### src/lcc_regs.svh
// Register offsets, field positions, reset values and counter constants.
`ifndef LCC_REGS_SVH
`define LCC_REGS_SVH
// ******
// Register offsets (byte addresses).
// ******
`define LCC_ADDR_HCTRL 5'h00
`define LCC_ADDR_ACQ   5'h04
`define LCC_ADDR_STAT  5'h08
`define LCC_ADDR_SWCTL 5'h0c
`define LCC_ADDR_WEND  5'h10
// ******
// Field positions.
// ******
`define LCC_HOLD_LSB 0
`define LCC_CLR_LSB  3
`define LCC_JMP_LSB  6
`define LCC_STK_LSB  9
`define LCC_STEP_LSB 12
`define LCC_WBEG_LSB 15
`define LCC_CMD_LSB  0
`define LCC_MODE_LSB 2
`define LCC_TSRC_LSB 5
`define LCC_SWTR_BIT 7
`define LCC_TDLY_LSB 8
`define LCC_SWCLR_BIT 0
`define LCC_CNT_LSB  16
// ******
// Reset values and counter constants.
// ******
`define LCC_HCTRL_RST 18'h00000
`define LCC_ACQ_RST   18'h00000
`define LCC_WEND_RST  14'h07ff
`define LCC_STICK_VAL 14'h1ff0
`define LCC_JUMP_VAL  14'h2000
`define LCC_DLY_SHIFT 3
`endif

### src/lcc_pkg.sv
// Types shared by the line counter and capture logic.
package lcc_pkg;
    // Capture machine states.
    typedef enum logic [1:0] {ST_IDLE, ST_SNAP, ST_GRAB, ST_STREAM} lcc_state_type;
    // Two-bit capture commands.
    typedef logic [1:0] lcc_cmd_type;
    // Three-bit event selects.
    typedef logic [2:0] lcc_sel_type;
endpackage

### src/lcc_evt_if.sv
// Synchronised camera levels and their edge pulses.
`timescale 1ns/10ps
`default_nettype none
interface lcc_evt_if #(parameter int N_TRIG = 3);
    logic              line_valid;  // Line valid level.
    logic              lv_rise;     // Line valid rising pulse.
    logic              lv_fall;     // Line valid falling pulse.
    logic              fv_rise;     // Frame valid rising pulse.
    logic              fv_fall;     // Frame valid falling pulse.
    logic              encoder;     // Encoder level.
    logic              enc_rise;    // Encoder rising pulse.
    logic              enc_fall;    // Encoder falling pulse.
    logic [N_TRIG-1:0] trig;        // Hardware trigger levels.
    modport src (output line_valid, lv_rise, lv_fall, fv_rise, fv_fall,
                 output encoder, enc_rise, enc_fall, trig);
    modport dst (input line_valid, lv_rise, lv_fall, fv_rise, fv_fall,
                 input encoder, enc_rise, enc_fall, trig);
endinterface
`default_nettype wire

### src/lcc_sync.sv
// Two-stage synchroniser for camera pins with edge detection.
`timescale 1ns/10ps
`default_nettype none
module lcc_sync #(
    parameter int N_TRIG = 3
) (
    input  wire logic              clk,
    input  wire logic              rst,
    input  wire logic              line_valid_pin,
    input  wire logic              frame_valid_pin,
    input  wire logic              encoder_pin,
    input  wire logic [N_TRIG-1:0] trig_pin,
    lcc_evt_if.src                 evt
);
    localparam int W = N_TRIG + 3;
    logic [W-1:0] s1_r;  // First stage, read only by s2_r.
    logic [W-1:0] s2_r;  // Second stage, safe to use.
    logic [W-1:0] s3_r;  // Previous value for edges.

    // The pins are asynchronous to clk, so two flops come first.
    always_ff @(posedge clk or posedge rst) begin
        if (rst) begin
            s1_r <= '0;
            s2_r <= '0;
            s3_r <= '0;
        end else begin
            s1_r <= {trig_pin, encoder_pin, frame_valid_pin, line_valid_pin};
            s2_r <= s1_r;
            s3_r <= s2_r;
        end
    end

    assign evt.line_valid = s2_r[0];
    assign evt.lv_rise    = s2_r[0] & ~s3_r[0];
    assign evt.lv_fall    = ~s2_r[0] & s3_r[0];
    assign evt.fv_rise    = s2_r[1] & ~s3_r[1];
    assign evt.fv_fall    = ~s2_r[1] & s3_r[1];
    assign evt.encoder    = s2_r[2];
    assign evt.enc_rise   = s2_r[2] & ~s3_r[2];
    assign evt.enc_fall   = ~s2_r[2] & s3_r[2];
    assign evt.trig       = s2_r[W-1:3];
endmodule
`default_nettype wire

### src/lcc_trig_delay.sv
// Line-counted delay on the rising side of the hardware trigger.
`timescale 1ns/10ps
`default_nettype none
`include "lcc_regs.svh"
module lcc_trig_delay #(
    parameter int DW = 10
) (
    input  wire logic          clk,
    input  wire logic          rst,
    input  wire logic          trig_in,
    input  wire logic          line_tick,
    input  wire logic [DW-1:0] delay_steps,
    output logic               trig_out
);
    localparam int CW = DW + `LCC_DLY_SHIFT;
    logic [CW-1:0] lines_r;  // Lines seen since the trigger rose.
    logic [CW-1:0] target;   // Delay in lines, eight per step.

    assign target = {delay_steps, {`LCC_DLY_SHIFT{1'b0}}};

    // The output rises after the delay but falls with the input at once.
    always_ff @(posedge clk or posedge rst) begin
        if (rst) begin
            lines_r  <= '0;
            trig_out <= 1'b0;
        end else if (!trig_in) begin
            lines_r  <= '0;
            trig_out <= 1'b0;
        end else if (!trig_out) begin
            if (lines_r == target) begin
                trig_out <= 1'b1;
            end else if (line_tick) begin
                lines_r <= lines_r + 1'b1;
            end
        end
    end
endmodule
`default_nettype wire

### src/lcc_top.sv
// Line position counter control and frame capture state machine.
// Contract
// RULE1: Six operations, each own three-bit select.
// RULE2: Encoder, line, table, software, frame events.
// RULE3: Hold select 1 waits at zero.
// RULE4: Clear at window end, frame/table, table.
// RULE5: Software clear or cancel always clears.
// RULE6: Stick select 1 holds at 1ff0h.
// RULE7: Jump to 2000h, table-column qualified.
// RULE8: Counter steps when nothing else acts.
// RULE9: Latch command, execute at frame start.
// RULE10: Only mark frames; windows size them.
// RULE11: Commands freeze, cancel, snap, grab.
// RULE12: Cancel cuts the current frame off. In mode 011b the code keeps ST_STREAM and the mark follows the trigger.
// RULE13: State field updates at frame start.
// RULE14: Command needs writing before frame start.
// RULE15: Snap start clears the command field.
// RULE16: Snap/grab during capture is ignored.
// RULE17: Mode 000b runs command next frame.
// RULE18: Mode 001b waits for trigger.
// RULE19: Host rewrites command after triggered capture.
// RULE20: Mode 010b snaps one frame per trigger.
// RULE21: Mode 011b captures while trigger high.
// RULE22: Three hardware triggers or software.
// RULE23: Hardware trigger delay, eight-line steps.
//
// Strobed register access and the register offsets were chosen for this implementation.
`timescale 1ns/10ps
`default_nettype none
`include "lcc_regs.svh"
module lcc_top #(
    parameter int CW = 14,
    parameter int DW = 10
) (
    input  wire logic          clk,
    input  wire logic          rst,
    input  wire logic [4:0]    addr,
    input  wire logic [31:0]   wdata,
    input  wire logic          we,
    input  wire logic          re,
    output logic [31:0]        rdata,
    input  wire logic          line_valid,
    input  wire logic          frame_valid,
    input  wire logic          encoder,
    input  wire logic [2:0]    trig_hw,
    input  wire logic          table_clear_event,
    input  wire logic          table_jump_enable_column,
    output logic [CW-1:0]      line_position_counter,
    output logic               window_open,
    output logic               capture_mark,
    output lcc_pkg::lcc_cmd_type capture_state_field
);
    import lcc_pkg::*;

    // ******
    // Declarations.
    // ******
    lcc_evt_if #(.N_TRIG(3)) evt ();  // Synchronised camera events.
    logic [17:0]   hctrl_r;           // Six event selects.
    logic [17:0]   acq_r;             // Mode, source, delay, sw trigger.
    lcc_cmd_type   capture_command_field;  // Pending host command.
    logic [CW-1:0] wend_r;            // Last count inside the window.
    lcc_state_type state_r;           // Capture machine state.
    logic          armed_r;           // A trigger rise is pending.
    logic          trig_prev_r;       // Trigger of the last cycle.
    logic [CW-1:0] cnt_r;             // Line position count.
    lcc_sel_type   zero_hold_release_select;
    lcc_sel_type   line_counter_clear_select;
    lcc_sel_type   line_counter_jump_select;
    lcc_sel_type   stick_point_release_select;
    lcc_sel_type   line_counter_step_select;
    lcc_sel_type   horizontal_window_begin_select;
    logic [2:0]    capture_mode_select;
    logic [1:0]    trig_src;          // Trigger source select.
    logic          trig_hw_sel;       // Chosen hardware trigger.
    logic          trig_hw_dly;       // Hardware trigger after delay.
    logic          trigger;           // Selected trigger level.
    logic          trig_rise;         // Selected trigger rising.
    logic          acq_wr;            // Host writes the command register.
    lcc_cmd_type   wr_cmd;            // Command being written.
    logic          host_cancel_write; // Host writes the cancel command.
    logic          software_clear_event;
    logic          busy;              // Snap or grab in progress.
    logic          cmd_ignored;       // Snap/grab command dropped while busy.
    logic          step;              // Counter step event.
    logic          win_end;           // Last step of the window.
    logic          exec_go;           // Command runs at this frame.
    logic          cmd_clear;         // Machine clears the command.
    logic [CW-1:0] cnt_nxt;           // Next count.
    logic [7:0]    evv;               // Event vector for the selects.

    // ******
    // Event select decode.
    // ******
    // Code 0 means every clock; the rest pick one camera event.
    function automatic logic evt_hit(input lcc_sel_type sel,
                                     input logic [7:0] ev);
        evt_hit = ev[sel];
    endfunction

    assign evv = {evt.fv_rise, evt.lv_fall, evt.lv_rise, ~evt.encoder,
                  evt.encoder, evt.enc_fall, evt.enc_rise, 1'b1};  // RULE2

    // Each operation reads only its own field.
    assign zero_hold_release_select       = hctrl_r[`LCC_HOLD_LSB +: 3];  // RULE1
    assign line_counter_clear_select      = hctrl_r[`LCC_CLR_LSB +: 3];
    assign line_counter_jump_select       = hctrl_r[`LCC_JMP_LSB +: 3];
    assign stick_point_release_select     = hctrl_r[`LCC_STK_LSB +: 3];
    assign line_counter_step_select       = hctrl_r[`LCC_STEP_LSB +: 3];
    assign horizontal_window_begin_select = hctrl_r[`LCC_WBEG_LSB +: 3];
    assign capture_mode_select = acq_r[`LCC_MODE_LSB +: 3];
    assign trig_src            = acq_r[`LCC_TSRC_LSB +: 2];

    // ******
    // Input synchroniser and trigger path.
    // ******
    lcc_sync #(.N_TRIG(3)) u_sync (
        .clk             (clk),
        .rst             (rst),
        .line_valid_pin  (line_valid),
        .frame_valid_pin (frame_valid),
        .encoder_pin     (encoder),
        .trig_pin        (trig_hw),
        .evt             (evt.src)
    );

    // Source 3 is the software bit; it bypasses the delay.
    assign trig_hw_sel = (trig_src == 2'd3) ? 1'b0 : evt.trig[trig_src];  // RULE22

    lcc_trig_delay #(.DW(DW)) u_dly (
        .clk         (clk),
        .rst         (rst),
        .trig_in     (trig_hw_sel),
        .line_tick   (evt.lv_rise),
        .delay_steps (acq_r[`LCC_TDLY_LSB +: DW]),
        .trig_out    (trig_hw_dly)
    );  // RULE23

    assign trigger   = (trig_src == 2'd3) ? acq_r[`LCC_SWTR_BIT] : trig_hw_dly;
    assign trig_rise = trigger & ~trig_prev_r;

    // Previous trigger level for the edge.
    always_ff @(posedge clk or posedge rst) begin
        if (rst) begin
            trig_prev_r <= 1'b0;
        end else begin
            trig_prev_r <= trigger;
        end
    end

    // ******
    // Register writes.
    // ******
    assign acq_wr               = we && (addr == `LCC_ADDR_ACQ);
    assign wr_cmd               = wdata[`LCC_CMD_LSB +: 2];
    assign host_cancel_write    = acq_wr && (wr_cmd == 2'b01);
    assign software_clear_event = we && (addr == `LCC_ADDR_SWCTL) &&
                                  wdata[`LCC_SWCLR_BIT];
    assign busy        = (state_r == ST_SNAP) || (state_r == ST_GRAB);
    assign cmd_ignored = busy && wr_cmd[1];  // RULE16

    // Configuration registers written by software.
    always_ff @(posedge clk or posedge rst) begin
        if (rst) begin
            hctrl_r <= `LCC_HCTRL_RST;
            acq_r   <= `LCC_ACQ_RST;
            wend_r  <= `LCC_WEND_RST;
        end else if (we) begin
            if (addr == `LCC_ADDR_HCTRL) begin
                hctrl_r <= wdata[17:0];
            end
            if (acq_wr) begin
                acq_r <= wdata[17:0];
            end
            if (addr == `LCC_ADDR_WEND) begin
                wend_r <= wdata[CW-1:0];
            end
        end
    end

    // Host sets the command; the machine clears it. A write in the
    // clearing cycle wins unless it is a snap/grab dropped while busy.
    always_ff @(posedge clk or posedge rst) begin
        if (rst) begin
            capture_command_field <= 2'b00;
        end else if (acq_wr && !cmd_ignored) begin
            capture_command_field <= wr_cmd;  // RULE9 RULE14
        end else if (cmd_clear) begin
            capture_command_field <= 2'b00;  // RULE15
        end
    end

    // ******
    // Line position counter.
    // ******
    assign step    = evt_hit(line_counter_step_select, evv);
    assign win_end = window_open && step && (cnt_r == wend_r);

    // Priority: forced clear, selected clear, jump, waits, step.
    always_comb begin
        cnt_nxt = cnt_r;
        if (software_clear_event || host_cancel_write) begin
            cnt_nxt = '0;  // RULE5
        end else if ((line_counter_clear_select == 3'd0 && win_end) ||
                     (line_counter_clear_select == 3'd1 &&
                      (evt.fv_rise || table_clear_event)) ||
                     (line_counter_clear_select == 3'd2 && table_clear_event)) begin
            cnt_nxt = '0;  // RULE4
        end else if (table_jump_enable_column &&
                     ((line_counter_jump_select == 3'd1 && evt.lv_rise) ||
                      (line_counter_jump_select == 3'd2 && evt.enc_rise))) begin
            cnt_nxt = `LCC_JUMP_VAL;  // RULE7
        end else if (zero_hold_release_select == 3'd1 && cnt_r == '0 &&
                     !evt.enc_rise) begin
            cnt_nxt = cnt_r;  // RULE3
        end else if (stick_point_release_select == 3'd1 &&
                     cnt_r == `LCC_STICK_VAL) begin
            cnt_nxt = cnt_r;  // RULE6
        end else if (step) begin
            cnt_nxt = cnt_r + 1'b1;  // RULE8
        end
    end

    // Counter state.
    always_ff @(posedge clk or posedge rst) begin
        if (rst) begin
            cnt_r <= '0;
        end else begin
            cnt_r <= cnt_nxt;
        end
    end

    // Window opens on its own begin event and closes at wend_r.
    always_ff @(posedge clk or posedge rst) begin
        if (rst) begin
            window_open <= 1'b0;
        end else if (win_end) begin
            window_open <= 1'b0;
        end else if (evt_hit(horizontal_window_begin_select, evv)) begin
            window_open <= 1'b1;  // RULE1
        end
    end

    assign line_position_counter = cnt_r;

    // ******
    // Capture state machine.
    // ******
    // Snap and grab run in mode 0 at the next frame start, in mode 1 only after a
    // trigger; a grab already running needs no fresh trigger.
    always_comb begin
        exec_go   = 1'b0;
        cmd_clear = 1'b0;
        if (evt.fv_rise && !host_cancel_write) begin
            unique case (capture_mode_select)
                3'd0: exec_go = capture_command_field[1];  // RULE17
                3'd1: exec_go = capture_command_field[1] && armed_r;  // RULE18
                3'd2: exec_go = (capture_command_field == 2'b11) && armed_r;  // RULE20
                default: exec_go = 1'b0;
            endcase
            cmd_clear = exec_go && (capture_command_field == 2'b10) &&
                        (capture_mode_select != 3'd2);  // RULE15 RULE19
        end
    end

    // A trigger rise waits here until a frame start uses it.
    always_ff @(posedge clk or posedge rst) begin
        if (rst) begin
            armed_r <= 1'b0;
        end else if (trig_rise) begin
            armed_r <= 1'b1;
        end else if (exec_go) begin
            armed_r <= 1'b0;
        end
    end

    // State changes only at frame start, except cancel and mode 3.
    always_ff @(posedge clk or posedge rst) begin
        if (rst) begin
            state_r <= ST_IDLE;
        end else if (capture_mode_select == 3'd3) begin
            state_r <= ST_STREAM;  // RULE21
        end else if (host_cancel_write) begin
            state_r <= ST_IDLE;  // RULE12
        end else if (evt.fv_rise) begin
            if (state_r == ST_GRAB && capture_command_field == 2'b11 &&
                capture_mode_select != 3'd2) begin
                state_r <= ST_GRAB;
            end else if (exec_go) begin
                state_r <= (capture_command_field == 2'b11 &&
                            capture_mode_select != 3'd2) ? ST_GRAB : ST_SNAP;  // RULE11
            end else begin
                state_r <= ST_IDLE;  // RULE13
            end
        end
    end

    // Frame mark: set by the state at frame start, cleared at frame
    // end; in mode 3 it follows the trigger. Pixel and line extent come from the capture windows.
    always_ff @(posedge clk or posedge rst) begin
        if (rst) begin
            capture_mark <= 1'b0;
        end else if (capture_mode_select == 3'd3) begin
            capture_mark <= trigger;  // RULE21
        end else if (host_cancel_write || evt.fv_fall) begin
            capture_mark <= 1'b0;  // RULE12 RULE10
        end else if (evt.fv_rise) begin
            capture_mark <= exec_go || (state_r == ST_GRAB &&
                            capture_command_field == 2'b11 &&
                            capture_mode_select != 3'd2);  // RULE10
        end
    end

    // State field shows the command in progress.
    always_comb begin
        unique case (state_r)
            ST_IDLE:   capture_state_field = 2'b00;
            ST_SNAP:   capture_state_field = 2'b10;
            ST_GRAB:   capture_state_field = 2'b11;
            ST_STREAM: capture_state_field = 2'b11;
        endcase
    end

    // ******
    // Register reads, data one cycle after the strobe.
    // ******
    always_ff @(posedge clk or posedge rst) begin
        if (rst) begin
            rdata <= 32'h0000_0000;
        end else if (re) begin
            unique case (addr)
                `LCC_ADDR_HCTRL: rdata <= {14'h0000, hctrl_r};
                `LCC_ADDR_ACQ:   rdata <= {14'h0000, acq_r[17:2],
                                           capture_command_field};
                `LCC_ADDR_STAT:  rdata <= {2'h0, cnt_r, 11'h000, trigger,
                                           window_open, capture_mark,
                                           capture_state_field};
                `LCC_ADDR_WEND:  rdata <= {18'h00000, wend_r};
                default:         rdata <= 32'h0000_0000;
            endcase
        end else begin
            rdata <= 32'h0000_0000;
        end
    end
endmodule
`default_nettype wire

### config.mk
export PLATFORM = sky130hd
export DESIGN_NAME = lcc_top
export DESIGN_NICKNAME = d
export VERILOG_FILES = /design/src/lcc_pkg.sv /design/src/lcc_evt_if.sv /design/src/lcc_sync.sv /design/src/lcc_trig_delay.sv /design/src/lcc_top.sv
export VERILOG_INCLUDE_DIRS = /design/src
export SDC_FILE = /design/constraint.sdc
export NUM_CORES = 1
export LEC_CHECK = 0
export BUFFER_PORTS_ARGS = -buffer_cell sky130_fd_sc_hd__buf_2
export CAP_MARGIN = 0
export CORE_MARGIN = 2
export CORE_UTILIZATION = 32
export CTS_BUF_LIST = sky130_fd_sc_hd__clkbuf_2 sky130_fd_sc_hd__clkbuf_4 sky130_fd_sc_hd__clkbuf_8
export CTS_CLUSTER_DIAMETER = 200
export DETAILED_ROUTE_END_ITERATION = 7
export HOLD_SLACK_MARGIN = 0.06
export REMOVE_ABC_BUFFERS = 1
export SLEW_MARGIN = 30
export SYNTH_ARGS = -nofsm -noshare
export SYNTH_HDL_FRONTEND = slang
export SYNTH_SLANG_ARGS = --single-unit
### constraint.sdc
create_clock -name clk -period 11.5 [get_ports clk]
set_input_delay 1.725 -clock clk [delete_from_list [all_inputs] [get_ports clk]]
set_output_delay 1.725 -clock clk [all_outputs]
set_load 0.02 [all_outputs]
Word level (Yosys, flattened, before mapping)
Index checks and enable logic that the tools add are counted.
- input port bits: 49
- logic and storage cells: 160
- output and inout port bits: 50
- register bits: 133
- reductions and logical operators: 53
- $add $sub $neg: 2
- muxes and demuxes: 43
- order comparisons: 3
- eq/ne operators: 29
- bitwise gates (word level): 14
- operators with widths (cell ; count):
    30-bit case mux with 4 select lines ; 1
    14-bit two-way mux ; 6
    13-bit two-way mux ; 4
    32-bit two-way mux ; 1
    1-bit logical AND ; 25
    1-bit two-way mux ; 18
    2-bit two-way mux ; 8
    3-bit by 1-bit equality test with 1-bit output, second input constant ; 5
    14-bit by 1-bit adder with 14-bit output, second input constant ; 1
    14-bit by 13-bit equality test with 1-bit output, second input constant ; 1
    14-bit equality test ; 1
    14-bit logical NOT ; 1
    13-bit by 1-bit adder with 13-bit output, second input constant ; 1
    13-bit equality test ; 1
    3-bit by 2-bit equality test with 1-bit output, second input constant ; 4
    2-bit equality test, second input constant ; 5
    5-bit by 4-bit equality test with 1-bit output, second input constant ; 2
    1-bit logical OR ; 8
    3-bit by 4-bit < comparator with 1-bit output, second input constant ; 2
    4-bit inequality test, second input constant ; 2
    1-bit AND ; 7
    1-bit inverter ; 7
    1-bit binary-select mux with 3-bit select ; 2
    3-bit logical NOT ; 2
    other kinds (18) ; 29

Logic depth before layout (Yosys ltp)
- depth in word-level cells: 12
- depth in mapped cells: 9

Modules after synthesis
From an unflattened synthesis, not the netlist that was laid out.
- cells, all modules: 536
- area total of the unflattened synthesis: 6211.0 um^2
- by module, submodules not included (module ; area an instance (um^2) ; cells each ; instances ; sequential area each (um^2)):
    lcc_top ; 4884.7 ; 416 ; 1 ; 2516.2
    lcc_trig_delay ; 887.1 ; 95 ; 1 ; 350.3
    lcc_sync ; 439.2 ; 25 ; 1 ; 375.4

Worst setup path before layout
OpenSTA, ideal clock, no wires.
- path type: in2reg
- start point: input addr[1]
- end point: register wend_r[13]
- stages: 5
- path slack: 8.107 ns
- arrival time: 3.268 ns
- data required time: 11.375 ns
- cell sequence: nor4_1 -> and3_1 -> buf_2 -> buf_2 -> mux2_2
- word-level cells in the longest chain between the ends: 2
- RTL lines (item ; line ; text):
    start, declared ; lcc_top.sv:37 ; input wire logic [4:0] addr,
    5-bit equality test ; n/a ;
    2-bit AND reduction (no source line) ; n/a ;
    end signal, assigned ; lcc_top.sv:167 ; wend_r <= `LCC_WEND_RST;
    end signal, assigned ; lcc_top.sv:176 ; wend_r <= wdata[CW-1:0];
    end, declared ; lcc_top.sv:62 ; logic [CW-1:0] wend_r;
Every way passes these cells.
A chain may end at the register's enable or synchronous reset.

Worst setup path in the final report
- start point: input addr[4]
- end point: register capture_command_field[0]
- word-level cells in the longest chain between the ends: 7
- elaborated cells between the ends (all ways): 9
- those cells by class: 1 x eq/ne; 2 x mux; 6 x reduce/logical
- RTL lines (item ; line ; text):
    5-bit by 3-bit equality test with 1-bit output * ; n/a ;
    1-bit logical AND * ; lcc_top.sv:154 ; assign acq_wr = we && (addr == `LCC_ADDR_ACQ);
    1-bit logical AND ; lcc_top.sv:156 ; assign host_cancel_write = acq_wr && (wr_cmd == 2'b01);
    1-bit logical NOT ; lcc_top.sv:254 ; if (evt.fv_rise && !host_cancel_write) begin
    1-bit logical AND ; lcc_top.sv:254 ;
    1-bit two-way mux ; lcc_top.sv:254 ;
    2-bit nonzero test (no source line) ; n/a ;
    end signal, assigned ; lcc_top.sv:187 ; capture_command_field <= wr_cmd;
    end, declared ; lcc_top.sv:61 ; lcc_cmd_type capture_command_field;
Mark *: on every way between the ends. The rest lies on a longest branch, timed or not.

==> impl_metrics.tcl <==
set metrics [dict create \
    fill_cells 1812 \
    crit_fanout 21 \
    syn_inst 522 \
    post-route-period-util_pct 30.9 \
    dp_hpwl_mm 10.3 \
    seqPwrFrac_pct 46.5 \
    vias_per_cell 5.03 \
    cp_slowest_cell "or3_1" \
    grt_max_degree 66 \
    place.gp.congestion 0.912 \
    ioPinCount 99 \
    pwr-share-clk_pct 36.0 \
    fin_skew_ps 8.35 \
    htree_levels 4 \
    clk_pin_slew_ps 70 \
    diodes 0 \
    setup_viol 0 \
    min_period_ps 3560 \
    tns_ps 0 \
    wl_met2_mm 6.92 \
    synth.distinct_cells 56 \
    cts_buffers 17 \
    clock_latency_ps 450 \
    cts.path.max_buffers 2 \
    synth_area_leaders "dfrtp_1 49%, mux2_2 10%, dfstp_2 4.8%, xor2_1 4.2%, nor2_1 3.2%" \
    cpLargestDelayFamily "simple AND/OR/NAND/NOR gates" \
    worstHoldPathCells 0 \
    yosys_most_used_dff "dfrtp_1" \
    power_density_nw_per_um2 177 \
    placed_area_um2 6650 \
    critPathBufInv 2 \
    multiInputGateArea_um2 2610 \
    synth_area_um2 6020 \
    ir_drop_uv 68.0 \
    port_buffers 82 \
    cp_num_cells 7 \
    outcome "finished, final reports clean" \
    antenna_found_initial 1 \
    grt_pass1_vias 4520 \
    synth_top_area_share_pct 49.1 \
    start_kind "input port" \
    met1_length_mm 6.50 \
    vias 4279 \
    post_cts_resize_count 0 \
    synth_area_leader_cell "dfrtp_1" \
    hp-class "reg2reg" \
    finalMaxSlewViolations 0 \
    rsz0062_at_grt "false" \
    dr.pass1.iters 5 \
    crit_path_cell_trace "buf_2 > or3_1 > nor3_2 > buf_4 > nand2_2 > a21oi_1 > mux2_2" \
    end_kind "register" \
    wl_met3_um 731 \
    cp.required_ps 11840 \
    syn_avg_cell_area_um2 11.5 \
    path_class "in2reg" \
    grt.overflow.total 0 \
    synth_edf_count 0 \
    slowest_delay_ps 430 \
    switching_share_pct 29.0 \
    ys_seq_elements 129 \
    post_cts_buffers 0 \
    leakage_nw 3.37 \
    drc 0 \
    reg2regPathDepth 6 \
    ys.warnings.count 0 \
    die_h_um 141 \
    cts_tree "built" \
    drt_iter0_markers 270 \
    hold_viol 0 \
    cts_root_buffer "clkbuf_8" \
    clock-sinks 129 \
    cp.arrival_ps 3890 \
    power.internal_w 0.000897 \
    seqCellArea_um2 3240 \
    tightest_slew_ps 889 \
    ant_nets 0 \
    final_layout_size_suffix_gt1_share_pct 31.9 \
    fmax_mhz 281 \
    dr.max_layer_used "met4" \
    design_area_um2 7120 \
    power_frac_comb_pct 17.6 \
    die_w_um 141 \
    grt_pass1_wl_mm 23.4 \
    switchingPower_w 0.000367 \
    syn2layout_area_growth_pct 18.4 \
    track_usage_pct 15.2 \
    row_count 50 \
    routedWlPerCell_um 17.1 \
    nets 661 \
    async_reset_ff_share_pct 100 \
    initial_utilization_pct 32.4 \
    yosysSeqAreaShare_pct 53.9 \
    wirelength_mm 14.5 \
    placeableCoreArea_um2 18600 \
    slew_headroom_pct 40.2 \
    cts_hold_buf 0 \
    maxCapViolations 0 \
    die_area_um2 19900 \
]
## flip-flops by register name (all words and copies together) (netlist names)
register,cells
rdata,30
hctrl_r,18
acq_r,16
line_position_counter,14
wend_r,14
u_dly.lines_r,13
u_sync.s1_r,6
u_sync.s2_r,6
u_sync.s3_r,3
capture_command_field,2
state_r,2
armed_r,1
capture_mark,1
trig_prev_r,1
u_dly.trig_out,1
window_open,1
## cell type report
type	instances	area share, %
clock buffers	22	4.08
clock inverters	9	2.51
inverters	12	0.668
multi-input cells	357	36.7
flip-flops and latches	129	45.5
well taps	234	4.11
repair buffers	88	6.40
## cells in the final DEF (no fill, tap or decap), types with 14 or more instances in the layout
cell type	n
a21oi_1	23
nand4_1	14
nand2_1	17
xnor2_1	17
xor2_1	29
dfrtp_1	118
and3_1	16
mux2_2	54
clkbuf_8	20
buf_2	82
nor2_1	51
## final timing paths
kind	from	to	slack [ps]
setup / recovery	addr[4]	capture_command_field[0]$_DFFE_PP0P_	7940
max in group asynchronous	rst	rdata[7]$_DFF_PP0_	8770
min in group asynchronous	rst	rdata[27]$_DFF_PP0_	1400
hold / removal	u_sync.s1_r[0]$_DFF_PP0_	u_sync.s2_r[0]$_DFF_PP0_	350
setup reg to reg	u_sync.s3_r[1]$_DFF_PP0_	line_position_counter[11]$_DFFE_PP0P_	9240
hold reg to reg	u_sync.s1_r[0]$_DFF_PP0_	u_sync.s2_r[0]$_DFF_PP0_	350
## per-stage QoR
stage          hold slack [ps]  power (W)  utilization (%)  setup slack [ps]  std cells
2_1_floorplan              331   0.000734                -              6350        498
3_3_place_gp               333   0.000809             35.8              7250        820
3_5_place_dp               335   0.000818             35.8              7170        820
4_1_cts                    351    0.00127             38.3              7630        851
5_1_grt                    361    0.00133             38.3              7860        851
6_report                   350    0.00126             38.3              7940        851
## power by group through the flow
stage | registers (W) | logic (W) | clock network (W)
floorplan | 0.000580 | 0.000154 | 0
global placement | 0.000591 | 0.000217 | 0
detailed placement | 0.000595 | 0.000223 | 0
CTS | 0.000586 | 0.000224 | 0.000464
global route | 0.000596 | 0.000248 | 0.000485
finish | 0.000587 | 0.000222 | 0.000454
## cells in the mapped netlist (4+ instances only)
library cell    n
nand3b_1        4
nor3b_1         6
nand2_1        18
o211ai_1        4
inv_1          12
nand4_1        14
a21oi_1        23
dfstp_2        11
nor3_1          5
o21ai_0        12
nand2b_1        7
and3_1         16
buf_2           9
nand3_1         9
or3_1           4
clkbuf_1       11
mux2_2         54
dfrtp_1       118
xnor2_1        17
mux2i_1        13
xor2_1         29
nor2b_1        13
nor2_1         51
ha_1            7
nor4_1          7
a222oi_1        7
## cell families after synthesis
| kind of cell | after synthesis | synth area share [%] |
|---|---|---|
| compound gates | 61 | 6.45 |
| fa+ha+maj | 7 | 1.46 |
| mux | 68 | 12.6 |
| flops | 129 | 53.9 |
| buf+inv | 37 | 2.93 |
| other cells | 1 | 0.0623 |
| xor+xnor | 46 | 6.70 |
| simple gates | 173 | 15.9 |
## layer usage
layer / GRT usage (%) / vias to the layer above
li1: - / 2013
met5: 0 / -
met2: 24.5 / 123
met4: 7.11 / 0
met1: 19.3 / 2114
met3: 3.77 / 29
No activity file was read; power rests on OpenSTA's default activity.
